===== src/pkg/pmwc_regs.vh =====
/*
 Register map, field positions, state codes and timing counts of the
 power mode and wake-up controller. Assumes plain inclusion by bare name.
*/
`ifndef PMWC_REGS_VH
`define PMWC_REGS_VH
// byte addresses on the register bus
`define PMWC_A_MODE   5'h00
`define PMWC_A_CTRL   5'h04
`define PMWC_A_STAT   5'h08
`define PMWC_A_PORTA_WAKE_ENABLE   5'h0C
`define PMWC_A_PORTX_WAKE_ENABLE   5'h10
// mode_control_reg fields
`define PMWC_F_FCS    0
`define PMWC_F_IDLE   1
`define PMWC_F_FRDY   2
`define PMWC_F_SRDY   3
`define PMWC_F_FAST_WAKE_ENABLE  4
`define PMWC_F_XTAL   5
`define PMWC_F_DIV_LO 6
`define PMWC_F_DIV_HI 8
// ctrl and status fields
`define PMWC_F_SYSIDL 7
`define PMWC_F_PDF    0
`define PMWC_F_TO     1
`define PMWC_F_ST_LO  4
`define PMWC_F_ST_HI  6
// reset values
`define PMWC_RST_MODE 9'h001
`define PMWC_RST_DIV  3'h0
// divider codes that select the slow clock
`define PMWC_DIV_SLOW 2'h0
// bus responses
`define PMWC_OKAY     2'h0
`define PMWC_SLVERR   2'h2
// operating states
`define PMWC_S_RUN    3'h0
`define PMWC_S_DEEP   3'h1
`define PMWC_S_WATCH  3'h2
`define PMWC_S_CGIDL  3'h3
`define PMWC_S_RIDL   3'h4
`define PMWC_S_WAKE   3'h5
// oscillator settling, in oscillator cycles
`define PMWC_FAST_CYC 11'h400
`define PMWC_SLOW_CYC 2'h2
`endif


===== src/hw/pmwc_top.v =====
/*
 Power mode and wake-up controller: normal/slow clock selection, the four
 halt states, wake-up sources and the power-down and time-out flags.
 Assumes the oscillators, watchdog counter, interrupt controller and CPU
 sit outside; oscillator ticks and pins arrive asynchronous to clk_sys.
*/
// Decided for this implementation: the register addresses and the AXI4-Lite register port.
`timescale 1ns/1ps
`include "pmwc_regs.vh"

// Summary of operation
// - slow mode when fast select clear, div 000/001
// - normal mode on fast select or div 010-111
// - slow clock stops fast source and div clocks
// - slow switch waits for slow oscillator ready flag
// - halt, no idle, no wdt/lvd: deep sleep
// - halt, no idle, wdt or lvd: watch sleep
// - halt, idle, no sysclock: clock gated idle
// - halt, idle and sysclock: running idle
// - entry keeps state, sets powerdown, clears timeout
// - wake on reset, port edges, interrupt, overflow
// - reset wake full reset, overflow watchdog reset
// - powerdown cleared by powerup/clear wdt, set halt
// - sleeping timeout sets flag, resets pc and sp
// - enabled pin wakes, resumes after halt
// - disabled or stack full irq resumes after halt
// - enabled irq with free stack gets serviced
// - irq already pending at halt cannot wake
// - fast ready after 1024 fast oscillator cycles
// - crystal fast wake runs slow until ready
module pmwc_top #(
  parameter PA_W  = 8,
  parameter PX_W  = 31,
  parameter IRQ_W = 8
) (
  // clock and reset
  input  wire             clk_sys,
  input  wire             rst_n,
  // axi4-lite slave
  input  wire [4:0]       s_axi_awaddr,
  input  wire             s_axi_awvalid,
  output reg              s_axi_awready,
  input  wire [31:0]      s_axi_wdata,
  input  wire [3:0]       s_axi_wstrb,
  input  wire             s_axi_wvalid,
  output reg              s_axi_wready,
  output reg  [1:0]       s_axi_bresp,
  output reg              s_axi_bvalid,
  input  wire             s_axi_bready,
  input  wire [4:0]       s_axi_araddr,
  input  wire             s_axi_arvalid,
  output reg              s_axi_arready,
  output reg  [31:0]      s_axi_rdata,
  output reg  [1:0]       s_axi_rresp,
  output reg              s_axi_rvalid,
  input  wire             s_axi_rready,
  // cpu side events, same clock
  input  wire             halt_exec,
  input  wire             clr_wdt_exec,
  input  wire             wdt_on,
  input  wire             lvd_on,
  input  wire             wdt_overflow,
  input  wire [IRQ_W-1:0] irq_req,
  input  wire [IRQ_W-1:0] irq_enabled,
  input  wire             stack_full,
  // asynchronous inputs
  input  wire             fast_osc_tick,
  input  wire             slow_osc_tick,
  input  wire             ext_reset_req,
  input  wire             usb_reset_req,
  input  wire [PA_W-1:0]  porta_pin,
  input  wire [PX_W-1:0]  portx_pin,
  // clock and core control
  output reg              fast_osc_en,
  output reg              sysclk_from_slow,
  output reg              sys_clk_run,
  output reg              sub_clk_run,
  output reg              cpu_run,
  output reg              wdt_clear,
  output reg              wdt_hold,
  output reg              full_reset,
  output reg              wdt_reset,
  output reg              resume_after_halt,
  output reg              irq_take
);

  localparam SW = PA_W + PX_W + 4;
  localparam [8:0] RST_MODE = `PMWC_RST_MODE;

  // software state
  reg              fast_clock_select;
  reg [2:0]        divider_select;
  reg              idle_on_halt;
  reg              fast_wake_enable;
  reg              osc_is_crystal;
  reg              sysclock_in_idle;
  reg [PA_W-1:0]   porta_wake_enable;
  reg [PX_W-1:0]   portx_wake_enable;
  reg              powerdown_flag;
  reg              timeout_flag;
  reg              fast_osc_ready;
  reg              slow_osc_ready;
  reg [2:0]        state;
  reg              fast_wake_run;
  reg [IRQ_W-1:0]  irq_blocked;
  reg [10:0]       fast_cnt;
  reg [1:0]        slow_cnt;
  // synchronisers: stage 1 feeds only stage 2
  reg [SW-1:0]     sync1;
  reg [SW-1:0]     sync2;
  reg [SW-1:0]     sync3;
  reg [31:0]       rd_word;

  wire [PA_W-1:0]  pa_now  = sync2[PA_W-1:0];
  wire [PA_W-1:0]  pa_old  = sync3[PA_W-1:0];
  wire [PX_W-1:0]  px_now  = sync2[PA_W+PX_W-1:PA_W];
  wire [PX_W-1:0]  px_old  = sync3[PA_W+PX_W-1:PA_W];
  wire             ftick   = sync2[SW-4] & ~sync3[SW-4];
  wire             stick   = sync2[SW-3] & ~sync3[SW-3];
  wire             rst_req = sync2[SW-2] | sync2[SW-1];

  // halt state from the three selecting conditions
  function [2:0] halt_target;
    input idl;
    input sys;
    input sub;
    begin
      if (!idl)
        halt_target = sub ? `PMWC_S_WATCH : `PMWC_S_DEEP;
      else
        halt_target = sys ? `PMWC_S_RIDL : `PMWC_S_CGIDL;
    end
  endfunction

  wire slow_req   = ~fast_clock_select &
                    (divider_select[2:1] == `PMWC_DIV_SLOW);
  wire pin_wake   = |(porta_wake_enable & (pa_now ^ pa_old)) |
                    |(portx_wake_enable & ~px_now & px_old);
  wire [IRQ_W-1:0] irq_live = irq_req & ~irq_blocked;
  wire irq_wake   = |irq_live;
  wire irq_serve  = |(irq_live & irq_enabled) & ~stack_full;
  wire fast_stop  = (state == `PMWC_S_DEEP) | (state == `PMWC_S_WATCH) |
                    (state == `PMWC_S_CGIDL) | slow_req;
  wire slow_alive = (state != `PMWC_S_DEEP) | wdt_on | lvd_on;
  wire wr_go      = s_axi_awvalid & s_axi_wvalid & ~s_axi_bvalid;

  // two flip-flops on every pin and oscillator tick, third for edges
  always @(posedge clk_sys or negedge rst_n) begin
    if (!rst_n) begin
      sync1 <= {SW{1'b0}};
      sync2 <= {SW{1'b0}};
      sync3 <= {SW{1'b0}};
    end else begin
      sync1 <= {usb_reset_req, ext_reset_req, slow_osc_tick, fast_osc_tick,
                portx_pin, porta_pin};
      sync2 <= sync1;
      sync3 <= sync2;
    end
  end

  // oscillator ready counters; cleared whenever the source is stopped
  always @(posedge clk_sys or negedge rst_n) begin
    if (!rst_n) begin
      fast_cnt       <= 11'h000;
      fast_osc_ready <= 1'b0;
      slow_cnt       <= 2'h0;
      slow_osc_ready <= 1'b0;
    end else begin
      if (fast_stop) begin
        fast_cnt       <= 11'h000;
        fast_osc_ready <= 1'b0;
      end else if (ftick && !fast_osc_ready) begin
        fast_cnt <= fast_cnt + 11'h001;
        if (fast_cnt == `PMWC_FAST_CYC - 11'h001)
          fast_osc_ready <= 1'b1;
      end
      if (!slow_alive) begin
        slow_cnt       <= 2'h0;
        slow_osc_ready <= 1'b0;
      end else if (stick && !slow_osc_ready) begin
        slow_cnt <= slow_cnt + 2'h1;
        if (slow_cnt == `PMWC_SLOW_CYC - 2'h1)
          slow_osc_ready <= 1'b1;
      end
    end
  end

  // mode sequencer, flags and wake actions
  always @(posedge clk_sys or negedge rst_n) begin
    if (!rst_n) begin
      state             <= `PMWC_S_RUN;
      powerdown_flag    <= 1'b0;
      timeout_flag      <= 1'b0;
      fast_wake_run     <= 1'b0;
      irq_blocked       <= {IRQ_W{1'b0}};
      wdt_clear         <= 1'b0;
      full_reset        <= 1'b0;
      wdt_reset         <= 1'b0;
      resume_after_halt <= 1'b0;
      irq_take          <= 1'b0;
    end else begin
      wdt_clear         <= 1'b0;
      full_reset        <= 1'b0;
      wdt_reset         <= 1'b0;
      resume_after_halt <= 1'b0;
      irq_take          <= 1'b0;
      if (clr_wdt_exec)
        powerdown_flag <= 1'b0;
      case (state)
        `PMWC_S_RUN: begin
          if (halt_exec) begin
            state          <= halt_target(idle_on_halt, sysclock_in_idle,
                                          wdt_on | lvd_on);
            powerdown_flag <= 1'b1;
            timeout_flag   <= 1'b0;
            wdt_clear      <= 1'b1;
            irq_blocked    <= irq_req;
          end
        end
        `PMWC_S_DEEP, `PMWC_S_WATCH, `PMWC_S_CGIDL, `PMWC_S_RIDL: begin
          // reset beats overflow beats pins and interrupts
          if (rst_req) begin
            full_reset     <= 1'b1;
            powerdown_flag <= 1'b0;
            timeout_flag   <= 1'b0;
            state          <= `PMWC_S_WAKE;
          end else if (wdt_overflow && wdt_on) begin
            wdt_reset    <= 1'b1;
            timeout_flag <= 1'b1;
            state        <= `PMWC_S_WAKE;
          end else if (pin_wake) begin
            resume_after_halt <= 1'b1;
            state             <= `PMWC_S_WAKE;
          end else if (irq_wake) begin
            irq_take          <= irq_serve;
            resume_after_halt <= ~irq_serve;
            state             <= `PMWC_S_WAKE;
          end
          if (rst_req | (wdt_overflow & wdt_on) | pin_wake | irq_wake)
            fast_wake_run <= osc_is_crystal & fast_wake_enable &
                             ((state == `PMWC_S_WATCH) |
                              (state == `PMWC_S_CGIDL));
        end
        `PMWC_S_WAKE: begin
          // leave once the fast oscillator is ready, or at once when slow mode is selected
          if (fast_osc_ready | slow_req) begin
            state         <= `PMWC_S_RUN;
            fast_wake_run <= 1'b0;
          end
        end
        default: state <= `PMWC_S_RUN;
      endcase
    end
  end

  // clock and core enables; outputs straight from flops
  always @(posedge clk_sys or negedge rst_n) begin
    if (!rst_n) begin
      fast_osc_en      <= 1'b1;
      sysclk_from_slow <= 1'b0;
      sys_clk_run      <= 1'b1;
      sub_clk_run      <= 1'b1;
      cpu_run          <= 1'b0;
      wdt_hold         <= 1'b0;
    end else begin
      fast_osc_en      <= ~fast_stop;
      sysclk_from_slow <= (slow_req & slow_osc_ready) |
                          fast_wake_run;
      sys_clk_run      <= (state == `PMWC_S_RUN) | (state == `PMWC_S_RIDL) |
                          (state == `PMWC_S_WAKE);
      sub_clk_run      <= slow_alive;
      cpu_run          <= ((state == `PMWC_S_RUN) & ~halt_exec) |
                          ((state == `PMWC_S_WAKE) & fast_wake_run);
      wdt_hold         <= (state == `PMWC_S_DEEP);
    end
  end

  // read mux
  always @* begin
    rd_word = 32'h0000_0000;
    case (s_axi_araddr)
      `PMWC_A_MODE: begin
        rd_word[`PMWC_F_FCS]    = fast_clock_select;
        rd_word[`PMWC_F_IDLE]   = idle_on_halt;
        rd_word[`PMWC_F_FRDY]   = fast_osc_ready;
        rd_word[`PMWC_F_SRDY]   = slow_osc_ready;
        rd_word[`PMWC_F_FAST_WAKE_ENABLE]  = fast_wake_enable;
        rd_word[`PMWC_F_XTAL]   = osc_is_crystal;
        rd_word[`PMWC_F_DIV_HI:`PMWC_F_DIV_LO] = divider_select;
      end
      `PMWC_A_CTRL: rd_word[`PMWC_F_SYSIDL] = sysclock_in_idle;
      `PMWC_A_STAT: begin
        rd_word[`PMWC_F_PDF] = powerdown_flag;
        rd_word[`PMWC_F_TO]  = timeout_flag;
        rd_word[`PMWC_F_ST_HI:`PMWC_F_ST_LO] = state;
      end
      `PMWC_A_PORTA_WAKE_ENABLE: rd_word[PA_W-1:0] = porta_wake_enable;
      `PMWC_A_PORTX_WAKE_ENABLE: rd_word[PX_W-1:0] = portx_wake_enable;
      default:      rd_word = 32'h0000_0000;
    endcase
  end

  // write channel: address and data taken together, answer next cycle
  always @(posedge clk_sys or negedge rst_n) begin
    if (!rst_n) begin
      s_axi_awready     <= 1'b0;
      s_axi_wready      <= 1'b0;
      s_axi_bvalid      <= 1'b0;
      s_axi_bresp       <= `PMWC_OKAY;
      fast_clock_select <= RST_MODE[`PMWC_F_FCS];
      divider_select    <= `PMWC_RST_DIV;
      idle_on_halt      <= 1'b0;
      fast_wake_enable  <= 1'b0;
      osc_is_crystal    <= 1'b0;
      sysclock_in_idle  <= 1'b0;
      porta_wake_enable <= {PA_W{1'b0}};
      portx_wake_enable <= {PX_W{1'b0}};
    end else begin
      s_axi_awready <= wr_go & ~s_axi_awready;
      s_axi_wready  <= wr_go & ~s_axi_awready;
      if (s_axi_bvalid && s_axi_bready)
        s_axi_bvalid <= 1'b0;
      if (s_axi_awready) begin
        s_axi_bvalid <= 1'b1;
        s_axi_bresp  <= `PMWC_OKAY;
        case (s_axi_awaddr)
          `PMWC_A_MODE: if (s_axi_wstrb[0] | s_axi_wstrb[1]) begin
            fast_clock_select <= s_axi_wdata[`PMWC_F_FCS];
            idle_on_halt      <= s_axi_wdata[`PMWC_F_IDLE];
            fast_wake_enable  <= s_axi_wdata[`PMWC_F_FAST_WAKE_ENABLE];
            osc_is_crystal    <= s_axi_wdata[`PMWC_F_XTAL];
            divider_select    <= s_axi_wdata[`PMWC_F_DIV_HI:`PMWC_F_DIV_LO];
          end
          `PMWC_A_CTRL: if (s_axi_wstrb[0])
            sysclock_in_idle <= s_axi_wdata[`PMWC_F_SYSIDL];
          `PMWC_A_STAT: ;
          `PMWC_A_PORTA_WAKE_ENABLE: porta_wake_enable <= s_axi_wdata[PA_W-1:0];
          `PMWC_A_PORTX_WAKE_ENABLE: portx_wake_enable <= s_axi_wdata[PX_W-1:0];
          default: s_axi_bresp <= `PMWC_SLVERR;
        endcase
      end
    end
  end

  // read channel: one cycle to arready, data the cycle after
  always @(posedge clk_sys or negedge rst_n) begin
    if (!rst_n) begin
      s_axi_arready <= 1'b0;
      s_axi_rvalid  <= 1'b0;
      s_axi_rdata   <= 32'h0000_0000;
      s_axi_rresp   <= `PMWC_OKAY;
    end else begin
      s_axi_arready <= s_axi_arvalid & ~s_axi_arready & ~s_axi_rvalid;
      if (s_axi_rvalid && s_axi_rready)
        s_axi_rvalid <= 1'b0;
      if (s_axi_arready) begin
        s_axi_rvalid <= 1'b1;
        s_axi_rdata  <= rd_word;
        s_axi_rresp  <= (s_axi_araddr > `PMWC_A_PORTX_WAKE_ENABLE ||
                         s_axi_araddr[1:0] != 2'h0) ? `PMWC_SLVERR : `PMWC_OKAY;
      end
    end
  end

endmodule


===== config.mk =====
export PLATFORM = sky130hd
export DESIGN_NAME = pmwc_top
export DESIGN_NICKNAME = d
export VERILOG_FILES = /design/src/hw/pmwc_top.v
export VERILOG_INCLUDE_DIRS = /design/src /design/src/pkg
export SDC_FILE = /design/constraint.sdc
export NUM_CORES = 1
export LEC_CHECK = 0
export BUFFER_PORTS_ARGS = -buffer_cell sky130_fd_sc_hd__buf_2
export CAP_MARGIN = 20
export CORE_UTILIZATION = 55
export CTS_CLUSTER_DIAMETER = 150
export CTS_CLUSTER_SIZE = 12
export DETAILED_ROUTE_END_ITERATION = 10
export HOLD_SLACK_MARGIN = 0.1
export PLACE_DENSITY = 0.79
export SLEW_MARGIN = 20
export SYNTH_ARGS = -nofsm -noshare
export SYNTH_HDL_FRONTEND = slang
export SYNTH_SLANG_ARGS = --single-unit

===== constraint.sdc =====
create_clock -name clk_sys -period 2.3 [get_ports clk_sys]
set_input_delay 0.345 -clock clk_sys [delete_from_list [all_inputs] [get_ports clk_sys]]
set_output_delay 0.345 -clock clk_sys [all_outputs]
set_load 0.02 [all_outputs]

==> impl_metrics.json <==
{
  "synthArstFlopShare": 1.00,
  "cts-root-buf": "clkbuf_16",
  "path_class": "reg -> out",
  "hold_violations": 0,
  "rrSetupSlack_ns": 0.36,
  "antenna_found_initial": 1,
  "first_iter_violations": 351,
  "cts_buffers": 24,
  "wl_um": 20000,
  "tightest_slew_ns": 0.523,
  "hold_path_end": "wdt_reset",
  "skew_ns": 0.0121,
  "area_delta_synth_final_pct": 29.5,
  "cts_tree": "yes",
  "cts_setup_buffers": 0,
  "min_period_ns": 1.96,
  "synthTopCellsByArea": "dfrtp_1 69%, mux2_2 7.1%, nand3b_1 2.6%, o21ai_0 1.8%, nand2_1 1.8%",
  "synth-seq-cells": 251,
  "die_x_um": 129,
  "final_antenna_net_count": 0,
  "synthesis.area_mm2": 0.00893,
  "cp-start-kind": "flip-flop",
  "power_density_mw_per_mm2": 876,
  "grt_pass1_wl_um": 31500,
  "ios": 170,
  "netlist_top_cells_count": "247 x dfrtp_1, 56 x mux2_2, 43 x nand2_1",
  "ys_types": 53,
  "worstHoldPathType": "in -> reg",
  "synth.avg_cell_area_um2": 13.7,
  "grt_max_degree": 70,
  "design_area_mm2": 0.0116,
  "r2r_end": "state[0]",
  "synth_edf_count": 0,
  "initial_utilization": 0.562,
  "worstSetupEndpointType": "primary output",
  "slew_headroom": 0.652,
  "drive_gt1_frac": 0.292,
  "grt_usage": 0.246,
  "rsz0062_at_grt": "no",
  "synth.top_cell.area_share": 0.692,
  "port-buffer-count": 163,
  "min_from": "wdt_overflow",
  "dpl_cell_area_mm2": 0.0101,
  "timing.final.crit_share": 0.853,
  "ir_worst_vdd_mv": 0.594,
  "via_per_inst": 5.32,
  "r2r_start": "portx_wake_enable[26]",
  "grt_pass1_vias": 6431,
  "power_mw": 10.1,
  "die_h_um": 129,
  "dpl.hpwl_um": 12900,
  "drt-pass1-iter-count": 5,
  "cp-startpoint": "s_axi_arready",
  "overflow": 0,
  "fp-row-count": 46,
  "gp_congestion": 0.879,
  "ys_warn_count": 0,
  "synth-seq-area-share": 0.704,
  "cp.required_ns": 1.96,
  "drv_slew": 0,
  "synth_area_leader_cell": "dfrtp_1",
  "cts_buffer_depth": 3,
  "synth.most_common_cell": "dfrtp_1",
  "syn_inst": 652,
  "final_nets": 1036,
  "tns_ns": 0,
  "clk_pin_slew_ns": 0.06,
  "setup_viol": 0,
  "reg2reg_depth": 6,
  "worstPathMaxFanout": 19,
  "wl_per_cell_um": 17.4,
  "core-area_mm2": 0.0159,
  "fmax_ghz": 0.509,
  "crit_arrival_ns": 1.62,
  "htreeDepth": 1,
  "clock-sinks": 251,
  "dr_total_vias": 6113,
  "outcome": "completed",
  "hold-path-cell-count": 3,
  "dieArea_mm2": 0.0168,
  "p_leak_nw": 5.50,
  "maxCapViolCount": 0,
  "clock_latency_ns": 0.51,
  "fillCellCount": 1027,
  "holdWs_ns": 0.112,
  "drc": 0,
  "synth_ff_type": "dfrtp_1"
}
[state kept, by name, summed over array words and instances (netlist names), 2 cells and up]
| register | count |
|---|---|
| irq_blocked | 8 |
| portx_wake_enable | 31 |
| s_axi_rdata | 31 |
| sync3 | 41 |
| fast_cnt | 11 |
| sync2 | 43 |
| state | 3 |
| sync1 | 43 |
| divider_select | 3 |
| porta_wake_enable | 8 |
| slow_cnt | 2 |
[worst max path at each step]
stage               cells past startpoint  slack (ns)                   end
global placement                        6        0.53  porta_wake_enable[5]
CTS                                     2        0.34         s_axi_arready
detailed placement                      6        0.41              state[0]
global route                            6        0.18              state[0]
finish                                  2        0.34         s_axi_arready
floorplan                               7        0.70         fast_wake_run
[power breakdown]
group / internal, mW / switching, mW / total (mW)
registers: 4.85 / 0.307 / 5.16
clock network: 2.02 / 1.54 / 3.56
logic: 0.643 / 0.771 / 1.41
[kinds of logic after synthesis]
kind of cell	after synthesis	share of synthesized area
multiplexers	71	0.0874
buffers and inverters	58	0.0273
other	1	0.000420
AO/OA/AOI/OAI	78	0.0534
XOR/XNOR	18	0.0176
adder cells (fa/ha/maj)	2	0.00280
AND/OR/NAND/NOR	173	0.107
flip-flops	251	0.704
[cell type report]
cell class,instances,area [um2],share of cell area
Tap cell,216,270,0.0234
Inverter,38,143,0.0123
Antenna cell,1,2.50,0.000216
Sequential cell,251,6290,0.543
Multi-Input combinational cell,345,2410,0.209
Timing Repair Buffer,256,1760,0.152
Clock buffer,43,693,0.0599
[what timing repair did]
| action | in CTS | in global routing |
|---|---|---|
| hold buffers | 81 | 0 |
| hold endpoints to repair | 147 | 0 |
| gates resized for setup | 0 | 0 |
[stage by stage]
stage          worst slack, ns  std cells   util
3_3_place_gp             0.532       1025  0.634
3_5_place_dp             0.407       1025  0.634
2_1_floorplan            0.695        654      -
5_1_grt                  0.181       1150  0.728
6_report                 0.337       1150  0.728
4_1_cts                  0.342       1149  0.728
[layer usage]
layer | vias to the layer above | global-route usage | wire [um]
li1 | 2761 | - | -
met1 | 3081 | 0.293 | 7840
met2 | 225 | 0.454 | 10600
met3 | 46 | 0.0421 | 1140
met4 | 0 | 0.0834 | 471
met5 | - | 0 | 0
[cell usage in the layout, fill, tap and decap left out, types with 3 or more instances in the layout]
master,netlist,layout
a211oi_1,3,3
nand3b_1,31,31
nand4_1,10,10
nor4_1,5,5
clkbuf_16,0,25
xor2_1,13,13
inv_1,38,38
mux2i_1,15,15
nand2_1,43,43
buf_12,0,3
a21oi_1,7,7
nor3_1,10,10
nand3_1,6,6
mux2_2,56,56
nor2_1,35,34
dfrtp_1,247,247
dlygate4sd3_1,0,81
o21ai_0,33,33
a31oi_1,9,9
dfstp_2,4,4
buf_4,6,9
o22ai_1,6,6
nor2b_1,11,11
xnor2_1,5,5
or3_1,4,4
clkbuf_1,7,18
conb_1,1,3
a22oi_1,8,8
buf_2,3,162
[critical path, stage by stage (launching register included)]
cell     delay [ns]
dfrtp_1        0.56
buf_4          0.34
buf_2          0.22
No activity file was read; power rests on OpenSTA's default activity.
